File: config.mk
export PLATFORM = sky130hd
export DESIGN_NAME = fp_decode_top
export DESIGN_NICKNAME = d
export VERILOG_FILES = /design/src/hdl/fp_unused_placeholder_never.v /design/src/hdl/fp_decode_top.v /design/src/hdl/fp_accumulator_bank.v /design/src/hdl/fp_field_decoder.v
export VERILOG_INCLUDE_DIRS = /design/src /design/src/shared
export SDC_FILE = /design/constraint.sdc
export NUM_CORES = 1
export LEC_CHECK = 0
export ABC_AREA = 1
export ABC_CLOCK_PERIOD_IN_PS = 1600
export BUFFER_PORTS_ARGS = -buffer_cell sky130_fd_sc_hd__buf_4
export CORE_MARGIN = 1
export CORE_UTILIZATION = 30
export CTS_BUF_LIST = sky130_fd_sc_hd__clkbuf_8
export DETAILED_ROUTE_END_ITERATION = 10
export HOLD_SLACK_MARGIN = 0.15
export PLACE_DENSITY_LB_ADDON = 0.05
export SYNTH_ARGS = -nofsm -noshare
export SYNTH_HDL_FRONTEND = slang
export SYNTH_SLANG_ARGS = --single-unit
File: constraint.sdc
create_clock -name clk_sys_in -period 1.6 [get_ports clk_sys_in]
set_input_delay 0.08 -clock clk_sys_in [delete_from_list [all_inputs] [get_ports clk_sys_in]]
set_output_delay 0.08 -clock clk_sys_in [all_outputs]
set_load 0.01 [all_outputs]
File: src/shared/fp_decode_regs.vh
// constants for the floating coprocessor decode block
`ifndef FP_DECODE_REGS_VH
`define FP_DECODE_REGS_VH
// ==========================================
// register byte offsets
`define FPD_OFS_CTRL      12'h000
`define FPD_OFS_INSTR     12'h004
`define FPD_OFS_STATUS    12'h008
`define FPD_OFS_EXC       12'h00c
`define FPD_OFS_DECODE    12'h010
`define FPD_OFS_ACC_SEL   12'h014
`define FPD_OFS_ACC_LO    12'h018
`define FPD_OFS_ACC_HI    12'h01c
`define FPD_OFS_LIMIT_SEL 12'h020
`define FPD_OFS_LIMIT_LO  12'h024
`define FPD_OFS_LIMIT_HI  12'h028
// ==========================================
// status register bits
`define FPD_ST_ERR        15
`define FPD_ST_INT_DIS    14
`define FPD_ST_PREC       7
`define FPD_ST_IWIDTH     6
`define FPD_STATUS_RST    16'h0000
// ==========================================
// instruction encodings
`define FPD_TOP_OPCODE    4'hf
`define FPD_LOAD_PROGRAM_STATUS_INSTR_BASE    16'hf040
`define FPD_COPY_CONDITION_CODES_INSTR_CODE     16'hf000
`define FPD_SET_SINGLE_INSTR_CODE     16'hf001
`define FPD_SET_SHORT_INTEGER_INSTR_CODE     16'hf002
`define FPD_SET_DOUBLE_INSTR_CODE     16'hf009
`define FPD_SET_LONG_INTEGER_INSTR_CODE     16'hf00a
`define FPD_EXC_ILLEGAL   4'h2
`define FPD_TRAP_VECTOR   16'h00a4
// ==========================================
// layout codes
`define FPD_LAYOUT_NONE   3'h0
`define FPD_LAYOUT_ONE    3'h1
`define FPD_LAYOUT_TWO    3'h2
`define FPD_LAYOUT_THREE  3'h3
`define FPD_LAYOUT_FOUR   3'h4
`define FPD_LAYOUT_FIVE   3'h5
// ==========================================
// magnitude limit fields
`define FPD_EXP_UPPER     8'hff
`define FPD_EXP_LOWER     8'h01
`endif

File: src/hdl/fp_unused_placeholder_never.v
// no logic here; the decode block lives in the other design files

File: src/hdl/fp_decode_top.v
// floating coprocessor decode and accumulator block with apb registers
`timescale 1ns/100ps
`include "fp_decode_regs.vh"
module fp_decode_top (
  input  wire        clk_sys_in,
  input  wire        rst_b_in,
  input  wire        psel_in,
  input  wire        penable_in,
  input  wire        pwrite_in,
  input  wire [11:0] paddr_in,
  input  wire [31:0] pwdata_in,
  output reg  [31:0] prdata_out,
  output reg         pready_out,
  output reg         pslverr_out,
  output reg         trap_out,
  output reg  [15:0] trap_vector_out,
  output reg         mem_operand_req_out,
  output reg         double_mode_out,
  output reg         long_mode_out
);
  // ==========================================
  // state
  reg  [15:0] instr_q;
  reg  [15:0] status_q;
  reg  [3:0]  exception_code_register_q;
  reg  [2:0]  acc_sel_q;
  reg  [31:0] acc_lo_q;
  reg  [1:0]  limit_sel_q;
  reg         issue_q;
  wire        setup_w;
  wire        access_w;
  wire        wr_w;
  wire        rd_w;
  wire        is_fp;
  wire [2:0]  layout;
  wire [3:0]  op_sel;
  wire [1:0]  accumulator_select_field;
  wire [5:0]  source_specifier;
  wire        src_is_acc;
  wire        acc_illegal;
  wire        is_load_program_status_instr;
  wire        is_copy_condition_codes_instr;
  wire        is_set_single_instr;
  wire        is_set_double_instr;
  wire        is_set_short_integer_instr;
  wire        is_set_long_integer_instr;
  wire [63:0] acc_rd;
  reg         acc_wr_en;
  reg  [63:0] acc_wr_data;
  reg  [2:0]  acc_rd_sel;
  reg         trap_now;
  reg  [63:0] upper_magnitude_limit;
  reg  [63:0] lower_magnitude_limit;
  reg  [63:0] limit_sel_val;
  reg  [31:0] rdata_d;
  reg         rd_err;
  wire        precision_flipflop;
  wire        integer_width_flipflop;
  wire        interrupt_disable_bit;
  assign precision_flipflop     = status_q[`FPD_ST_PREC];
  assign integer_width_flipflop = status_q[`FPD_ST_IWIDTH];
  assign interrupt_disable_bit  = status_q[`FPD_ST_INT_DIS];
  assign setup_w  = psel_in && !penable_in;
  assign access_w = psel_in && penable_in && pready_out;
  assign wr_w     = access_w && pwrite_in;
  assign rd_w     = setup_w && !pwrite_in;
  // ==========================================
  // decoder and bank
  fp_field_decoder u_dec (
    .instr_in                        (instr_q),
    .is_fp_out                       (is_fp),
    .layout_out                      (layout),
    .floating_operation_selector_out (op_sel),
    .accumulator_select_field_out    (accumulator_select_field),
    .source_specifier_out            (source_specifier),
    .src_is_acc_out                  (src_is_acc),
    .acc_illegal_out                 (acc_illegal),
    .is_load_program_status_instr_out                    (is_load_program_status_instr),
    .is_copy_condition_codes_instr_out                     (is_copy_condition_codes_instr),
    .is_set_single_instr_out                     (is_set_single_instr),
    .is_set_double_instr_out                     (is_set_double_instr),
    .is_set_short_integer_instr_out                     (is_set_short_integer_instr),
    .is_set_long_integer_instr_out                     (is_set_long_integer_instr)
  );
  fp_accumulator_bank #(
    .NUM_ACC (6),
    .WIDTH   (64)
  ) u_bank (
    .clk_sys_in   (clk_sys_in),
    .rst_b_in     (rst_b_in),
    .wr_sel_in    (acc_sel_q),
    .wr_en_in     (acc_wr_en),
    .wr_single_in (!precision_flipflop),
    .wr_data_in   (acc_wr_data),
    .rd_sel_in    (acc_rd_sel),
    .rd_data_out  (acc_rd)
  );
  // ==========================================
  // magnitude limits follow the current format
  always @* begin
    if (precision_flipflop) begin
      upper_magnitude_limit = {1'b0, `FPD_EXP_UPPER, 55'h7fffffffffffff};
      lower_magnitude_limit = {1'b0, `FPD_EXP_LOWER, 55'h00000000000000};
    end else begin
      upper_magnitude_limit = {1'b0, `FPD_EXP_UPPER, 23'h7fffff, 32'h00000000};
      lower_magnitude_limit = {1'b0, `FPD_EXP_LOWER, 23'h000000, 32'h00000000};
    end
    case (limit_sel_q)
      2'h0:    limit_sel_val = upper_magnitude_limit;
      2'h1:    limit_sel_val = lower_magnitude_limit;
      default: limit_sel_val = 64'h0000000000000000;
    endcase
  end
  // ==========================================
  // accumulator path: software window, only 0-3 for transfers
  always @* begin
    acc_rd_sel  = acc_sel_q;
    acc_wr_data = {pwdata_in, acc_lo_q};
    // data transfer path limited to first four
    acc_wr_en   = wr_w && (paddr_in == `FPD_OFS_ACC_HI) && (acc_sel_q < 3'h4);
  end
  // ==========================================
  // trap decision at issue
  always @* begin
    // disable bit silences every trap
    trap_now = issue_q && is_fp && acc_illegal && !interrupt_disable_bit;
  end
  // ==========================================
  // read mux
  always @* begin
    rdata_d = 32'h00000000;
    rd_err  = 1'b0;
    case (paddr_in)
      `FPD_OFS_CTRL:      rdata_d = {31'h00000000, issue_q};
      `FPD_OFS_INSTR:     rdata_d = {16'h0000, instr_q};
      `FPD_OFS_STATUS:    rdata_d = {16'h0000, status_q};
      `FPD_OFS_EXC:       rdata_d = {28'h0000000, exception_code_register_q};
      `FPD_OFS_DECODE:    rdata_d = {8'h00, is_load_program_status_instr, is_copy_condition_codes_instr, is_set_single_instr, is_set_double_instr, is_set_short_integer_instr,
                                     is_set_long_integer_instr, acc_illegal, src_is_acc, source_specifier,
                                     accumulator_select_field, op_sel, layout, is_fp};
      `FPD_OFS_ACC_SEL:   rdata_d = {29'h00000000, acc_sel_q};
      // reads do not disturb the stored value
      `FPD_OFS_ACC_LO:    rdata_d = (acc_sel_q < 3'h4) ? acc_rd[31:0] : 32'h00000000;
      `FPD_OFS_ACC_HI:    rdata_d = (acc_sel_q < 3'h4) ? acc_rd[63:32] : 32'h00000000;
      `FPD_OFS_LIMIT_SEL: rdata_d = {30'h00000000, limit_sel_q};
      `FPD_OFS_LIMIT_LO:  rdata_d = limit_sel_val[31:0];
      `FPD_OFS_LIMIT_HI:  rdata_d = limit_sel_val[63:32];
      default:            rd_err  = 1'b1;
    endcase
  end
  // ==========================================
  // registers
  always @(posedge clk_sys_in or negedge rst_b_in) begin
    if (!rst_b_in) begin
      instr_q                   <= 16'h0000;
      status_q                  <= `FPD_STATUS_RST;
      exception_code_register_q <= 4'h0;
      acc_sel_q                 <= 3'h0;
      acc_lo_q                  <= 32'h00000000;
      limit_sel_q               <= 2'h0;
      issue_q                   <= 1'b0;
      prdata_out                <= 32'h00000000;
      pready_out                <= 1'b0;
      pslverr_out               <= 1'b0;
      trap_out                  <= 1'b0;
      trap_vector_out           <= 16'h0000;
      mem_operand_req_out       <= 1'b0;
      double_mode_out           <= 1'b0;
      long_mode_out             <= 1'b0;
    end else begin
      // ready stands in the first access cycle; read data caught at setup
      // so that it already stands while ready is high
      pready_out  <= setup_w;
      prdata_out  <= rd_w ? rdata_d : prdata_out;
      pslverr_out <= setup_w && rd_err;
      issue_q     <= wr_w && (paddr_in == `FPD_OFS_CTRL) && pwdata_in[0];
      trap_out    <= trap_now;
      trap_vector_out <= trap_now ? `FPD_TRAP_VECTOR : trap_vector_out;
      // host does address arithmetic for memory operands; mode 0 never fetches
      mem_operand_req_out <= issue_q && is_fp && !acc_illegal &&
                             source_specifier[5:3] != 3'h0 &&
                             layout != `FPD_LAYOUT_FIVE;
      if (wr_w) begin
        case (paddr_in)
          `FPD_OFS_INSTR:     instr_q     <= pwdata_in[15:0];
          `FPD_OFS_ACC_SEL:   acc_sel_q   <= pwdata_in[2:0];
          `FPD_OFS_ACC_LO:    acc_lo_q    <= pwdata_in;
          `FPD_OFS_LIMIT_SEL: limit_sel_q <= pwdata_in[1:0];
          default:            acc_lo_q    <= acc_lo_q;
        endcase
      end
      // hardware set wins over software write
      if (trap_now) begin
        exception_code_register_q <= `FPD_EXC_ILLEGAL;
        status_q[`FPD_ST_ERR]     <= 1'b1;
      end else if (issue_q && is_fp && !acc_illegal) begin
        // flip-flops decide format, opcode carries none
        if (is_set_double_instr)      status_q[`FPD_ST_PREC]   <= 1'b1;
        else if (is_set_single_instr) status_q[`FPD_ST_PREC]   <= 1'b0;
        else if (is_set_long_integer_instr) status_q[`FPD_ST_IWIDTH] <= 1'b1;
        else if (is_set_short_integer_instr) status_q[`FPD_ST_IWIDTH] <= 1'b0;
      end else if (wr_w && paddr_in == `FPD_OFS_STATUS) begin
        status_q <= {pwdata_in[15:14], 2'h0, pwdata_in[11:5], 1'b0, pwdata_in[3:0]};
      end else if (wr_w && paddr_in == `FPD_OFS_EXC) begin
        exception_code_register_q <= pwdata_in[3:0];
      end
      double_mode_out <= precision_flipflop;
      long_mode_out   <= integer_width_flipflop;
    end
  end
endmodule

File: src/hdl/fp_accumulator_bank.v
// six-entry 64-bit accumulator bank
`timescale 1ns/100ps
module fp_accumulator_bank #(
  parameter NUM_ACC = 6,
  parameter WIDTH   = 64
) (
  input  wire             clk_sys_in,
  input  wire             rst_b_in,
  input  wire [2:0]       wr_sel_in,
  input  wire             wr_en_in,
  input  wire             wr_single_in,
  input  wire [WIDTH-1:0] wr_data_in,
  input  wire [2:0]       rd_sel_in,
  output wire [WIDTH-1:0] rd_data_out
);
  reg [WIDTH-1:0] acc_q [0:NUM_ACC-1];
  genvar i;
  // ==========================================
  // storage
  generate
    for (i = 0; i < NUM_ACC; i = i + 1) begin : g_acc
      always @(posedge clk_sys_in or negedge rst_b_in) begin
        if (!rst_b_in) begin
          acc_q[i] <= {WIDTH{1'b0}};
        end else if (wr_en_in && (wr_sel_in == i)) begin
          // single data sits left-justified, low half cleared
          if (wr_single_in) begin
            acc_q[i] <= {wr_data_in[WIDTH-1:WIDTH/2], {(WIDTH/2){1'b0}}};
          end else begin
            acc_q[i] <= wr_data_in;
          end
        end
      end
    end
  endgenerate
  // reads are plain muxing, contents untouched
  assign rd_data_out = (rd_sel_in < NUM_ACC) ? acc_q[rd_sel_in] : {WIDTH{1'b0}};
endmodule

File: src/hdl/fp_field_decoder.v
// combinational field and layout decoder
`timescale 1ns/100ps
`include "fp_decode_regs.vh"
module fp_field_decoder (
  input  wire [15:0] instr_in,
  output reg         is_fp_out,
  output reg  [2:0]  layout_out,
  output reg  [3:0]  floating_operation_selector_out,
  output reg  [1:0]  accumulator_select_field_out,
  output reg  [5:0]  source_specifier_out,
  output reg         src_is_acc_out,
  output reg         acc_illegal_out,
  output reg         is_load_program_status_instr_out,
  output reg         is_copy_condition_codes_instr_out,
  output reg         is_set_single_instr_out,
  output reg         is_set_double_instr_out,
  output reg         is_set_short_integer_instr_out,
  output reg         is_set_long_integer_instr_out
);
  reg [3:0] top_operation_code;
  always @* begin
    top_operation_code = instr_in[15:12];
    is_fp_out = (top_operation_code == `FPD_TOP_OPCODE);
    layout_out = `FPD_LAYOUT_NONE;
    floating_operation_selector_out = 4'h0;
    accumulator_select_field_out = instr_in[7:6];
    source_specifier_out = instr_in[5:0];
    src_is_acc_out = 1'b0;
    acc_illegal_out = 1'b0;
    is_load_program_status_instr_out = 1'b0;
    is_copy_condition_codes_instr_out = 1'b0;
    is_set_single_instr_out = 1'b0;
    is_set_double_instr_out = 1'b0;
    is_set_short_integer_instr_out = 1'b0;
    is_set_long_integer_instr_out = 1'b0;
    // exactly one layout per instruction
    if (is_fp_out) begin
      if (instr_in[11:8] != 4'h0) begin
        // layout one (three for selectors d and e): 4-bit selector, accumulator field, floating operand
        layout_out = `FPD_LAYOUT_ONE;
        floating_operation_selector_out = instr_in[11:8];
        if (instr_in[11:8] == 4'he || instr_in[11:8] == 4'hd) begin
          layout_out = `FPD_LAYOUT_THREE;
        end
      end else if (instr_in[7:6] != 2'h0) begin
        // layout two or four: 6-bit selector, one operand
        // upper selector bits are zero in this branch
        floating_operation_selector_out = instr_in[9:6];
        if (instr_in[7:6] == 2'h1) begin
          layout_out = `FPD_LAYOUT_FOUR;
          is_load_program_status_instr_out = ((instr_in & 16'hffc0) == `FPD_LOAD_PROGRAM_STATUS_INSTR_BASE);
        end else begin
          layout_out = `FPD_LAYOUT_TWO;
        end
      end else begin
        layout_out = `FPD_LAYOUT_FIVE;
        floating_operation_selector_out = instr_in[3:0];
        is_copy_condition_codes_instr_out = (instr_in == `FPD_COPY_CONDITION_CODES_INSTR_CODE);
        is_set_single_instr_out = (instr_in == `FPD_SET_SINGLE_INSTR_CODE);
        is_set_short_integer_instr_out = (instr_in == `FPD_SET_SHORT_INTEGER_INSTR_CODE);
        is_set_double_instr_out = (instr_in == `FPD_SET_DOUBLE_INSTR_CODE);
        is_set_long_integer_instr_out = (instr_in == `FPD_SET_LONG_INTEGER_INSTR_CODE);
      end
      // mode 0 on the floating operand of layouts one and two names an accumulator
      if ((layout_out == `FPD_LAYOUT_ONE || layout_out == `FPD_LAYOUT_TWO) &&
          instr_in[5:3] == 3'h0) begin
        src_is_acc_out = 1'b1;
        acc_illegal_out = (instr_in[2:0] > 3'h5);
      end
    end
  end
endmodule

==> impl_metrics.py <==
metrics = {
    "run_status": {
        "status": "finished, violations left",
        "violations": "setup timing",
    },
    "global_route": {
        "top_usage_layer": "met1",
        "grt_first_pass_wirelength_mm": 94.6,
        "grt_max_degree": 70,
        "overflow": 0,
        "grtUsageMet1_pct": 33.3,
        "grt_pass1_vias": 14881,
        "met3_usage_pct": 4.10,
        "met2_usage_pct": 32.0,
        "antenna_found_initial": 2,
        "grt.total_usage_pct": 22.1,
    },
    "sta": {
        "min_period_ps": 1920,
        "finClkSkew_ps": 21.3,
        "fin_hold_ws_ps": 91.0,
        "tns_ps": -31760,
        "slew_violations": 0,
        "final.period_utilization_pct": 120,
        "setup_viol": 315,
        "hold_violations": 0,
        "fmax_ghz": 0.520,
        "setup_ws_ps": -324,
        "rsz0062_at_grt": "yes",
    },
    "die": {
        "io_pins": 103,
        "rows": 86,
        "die_w_um": 239,
        "dieArea_sq_um": 57000,
        "dieHeight_um": 239,
        "initial_core_util_pct": 30.4,
        "core_sq_um": 55300,
    },
    "pwr": {
        "p_per_area_nw_per_um2": 802,
        "ir_drop_mv": 0.543,
        "swShare_pct": 24.6,
        "sequentialPowerShare_pct": 47.6,
        "p_leak_nw": 11.3,
        "combPwrFrac_pct": 3.8,
        "p_int_mw": 14.7,
        "power.switching_mw": 4.78,
        "clkPwrFrac_pct": 48.6,
    },
    "setup_path": {
        "critPathKind": "flip-flop to flip-flop",
        "crit_path_start_kind": "flip-flop",
        "path_delay_family": "simple AND/OR/NAND/NOR gates",
        "critPathCaptureType": "flip-flop",
        "slowest_stage": "dfrtp_2",
        "required_ps": 2150,
        "path_max_fanout": 7,
        "reg2reg_depth": 13,
        "rrSetupSlack_ps": -320,
        "cp.arrival_ps": 2470,
        "cpMostUsedCell": "nand2_1",
        "crit-reg2reg-capture": "prdata_out[5]",
        "crit_chain": "buf_6 > nor2_4 > buf_12 > buf_12 > buf_6 > nand2_1 > nand4_1 > nand2_2 > nor2_1 > nor2_1 > nand3b_1 > nand2_1 > nand2_1",
        "rr_startpoint": "acc_rd_sel[0]",
        "worst-path-buf-inv": 4,
        "critPathMaxStageDelay_ps": 410,
    },
    "place": {
        "gp_congestion": 0.866,
        "port-buffer-count": 89,
        "dp_hpwl_mm": 41.2,
    },
    "synth": {
        "synth-seq-cells": 366,
        "ys_top_cells_by_area": "dfrtp_1 54%, nand2_1 16%, o21ai_1 7.5%, nor2_1 2.6%, o21ai_0 2.5%",
        "yosysSeqAreaShare_pct": 54.4,
        "ys_warn_count": 0,
        "yosys.cell_types.count": 36,
        "synthCells": 2046,
        "synth_top_area_cell": "dfrtp_1",
        "avgSynthCellArea_sq_um": 8.22,
        "synth_top_area_share_pct": 54.4,
        "netlist_area_sq_um": 16800,
    },
    "detailed_routing": {
        "wire_per_inst_um": 21.6,
        "first_pass_iters": 5,
        "drt_iter0_drc": 1339,
        "via_per_inst": 4.94,
        "drt_wl_total_mm": 69.9,
        "vias": 16033,
        "drc": 0,
        "ant_nets": 0,
    },
    "layout": {
        "multi_input_comb_area_sq_um": 7700,
        "finalNetCount": 2497,
        "regArea_sq_um": 9170,
        "area.growth.synth_to_final_pct": 44.2,
        "fillers": 5623,
        "drive_gt1_share_pct": 30.6,
        "final_common_cell": "nand2_1",
        "final_cell_mix": "634 x nand2_1, 360 x dfrtp_1, 276 x buf_4, 251 x o21ai_1, 112 x inv_1",
    },
    "cts": {
        "clk_path_buf_depth": 3,
        "cts_hold_buffers": 52,
        "clk_latency_ps": 660,
        "cts_made_buffers": 72,
        "cts_tree": "built",
        "cts.sinks": 366,
        "clk_pin_slew_worst_paths_ps": 60,
        "cts-root-buf": "clkbuf_8",
        "ctsHtreeMaxLevel": 3,
    },
    "worst_hold_path": {
        "hold-path-cell-count": 6,
        "hold_start": "paddr_in[1]",
        "hp-class": "input pin to flip-flop",
        "min_to": "acc_rd_sel[0]",
    },
    "flow_run": {
        "maxCapViolations": 0,
    },
}
per-layer routing:
layer	vias to the layer above	routed length (um)	share of wire (%)
met1	7871	33300	48
met2	499	30900	44
li1	7552	-	-
met5	-	0	0
met3	111	4220	6.0
met4	0	1510	2.2
state kept, by name, indices dropped and copies added (netlist names):
name,count
instr_q,16
u_bank.acc_q,256
issue_q,1
exception_code_register_q,4
mem_operand_req_out,1
pslverr_out,1
limit_sel_q,2
acc_rd_sel,3
double_mode_out,1
status_q,13
pready_out,1
long_mode_out,1
prdata_out,32
acc_lo_q,32
trap_out,1
trap_vector_out,1
power by group through the flow:
stage	clock network (mW)	registers, mW	logic [mW]
2_1_floorplan	0	9.43	0.148
3_3_place_gp	0	9.43	0.625
3_5_place_dp	0	9.43	0.627
4_1_cts	9.73	9.27	0.742
5_1_grt	10.1	9.26	0.819
6_report	9.45	9.27	0.741
cells in the mapped netlist (all sizes together):
| library cell | number |
|---|---|
| nor3 | 15 |
| or2 | 1 |
| o22ai | 6 |
| a21oi | 21 |
| inv | 105 |
| nand3 | 81 |
| clkbuf | 36 |
| a22oi | 39 |
| conb | 1 |
| nor2 | 132 |
| nand4 | 45 |
| nand2 | 725 |
| o31ai | 1 |
| o211ai | 3 |
| clkinv | 1 |
| a211oi | 8 |
| a31oi | 9 |
| nand3b | 9 |
| nor4 | 1 |
| dfrtp | 366 |
| buf | 93 |
| o21ai | 348 |
kinds of logic after synthesis:
family | count (synthesis) | synth area share, %
other cells | 1 | 0.0223
compound gates | 435 | 14.0
buf+inv | 235 | 6.54
simple gates | 1009 | 25.0
flops | 366 | 54.4
how the worst max path moves through the flow:
stage,start,endpoint,slack [ps],cells past startpoint
2_1_floorplan,instr_q[9],status_q[1],0.4,11
3_3_place_gp,instr_q[9],prdata_out[19],-400,9
3_5_place_dp,acc_rd_sel[1],prdata_out[11],-390,10
4_1_cts,acc_rd_sel[1],prdata_out[11],-290,10
5_1_grt,acc_rd_sel[1],prdata_out[5],-360,12
6_report,acc_rd_sel[0],prdata_out[5],-320,13
cell type report:
class | instances | area share (%)
antenna | 1 | 0.0103
clock buffer | 89 | 5.05
clock inverter | 31 | 0.717
inverter | 106 | 1.73
multi-input combinational | 1460 | 31.7
sequential | 366 | 37.8
tap | 748 | 3.86
timing repair buffer | 442 | 19.1
through the flow:
| step | cell area (sq um) | utilization (%) | instances | setup slack [ps] | total power, mW |
|---|---|---|---|---|---|
| floorplan | 16900 | - | 2058 | 0.449 | 9.58 |
| global placement | 19900 | 36.0 | 2985 | -396 | 10.1 |
| detailed placement | 19900 | 36.0 | 2985 | -385 | 10.1 |
| CTS | 22300 | 40.4 | 3172 | -293 | 19.7 |
| global route | 24300 | 43.9 | 3243 | -363 | 20.2 |
| finish | 24300 | 43.9 | 3243 | -324 | 19.5 |
what timing repair did:
action | 4_1_cts | 5_1_grt
endpoints found under the hold margin | 599 | 4
setup buffers | 13 | 40
setup endpoints to repair | 244 | 297
pin swaps | 38 | 95
resized for setup | 118 | 260
gates cloned | 2 | 35
tightest hold or removal path, cell delays in order:
cell and delay, ps:
buf_4 100, nor2_4 40, nand3_2 100, nor2_1 70, nand2_1 190, o21ai_0 110
Power figures use the tool's default switching activity.
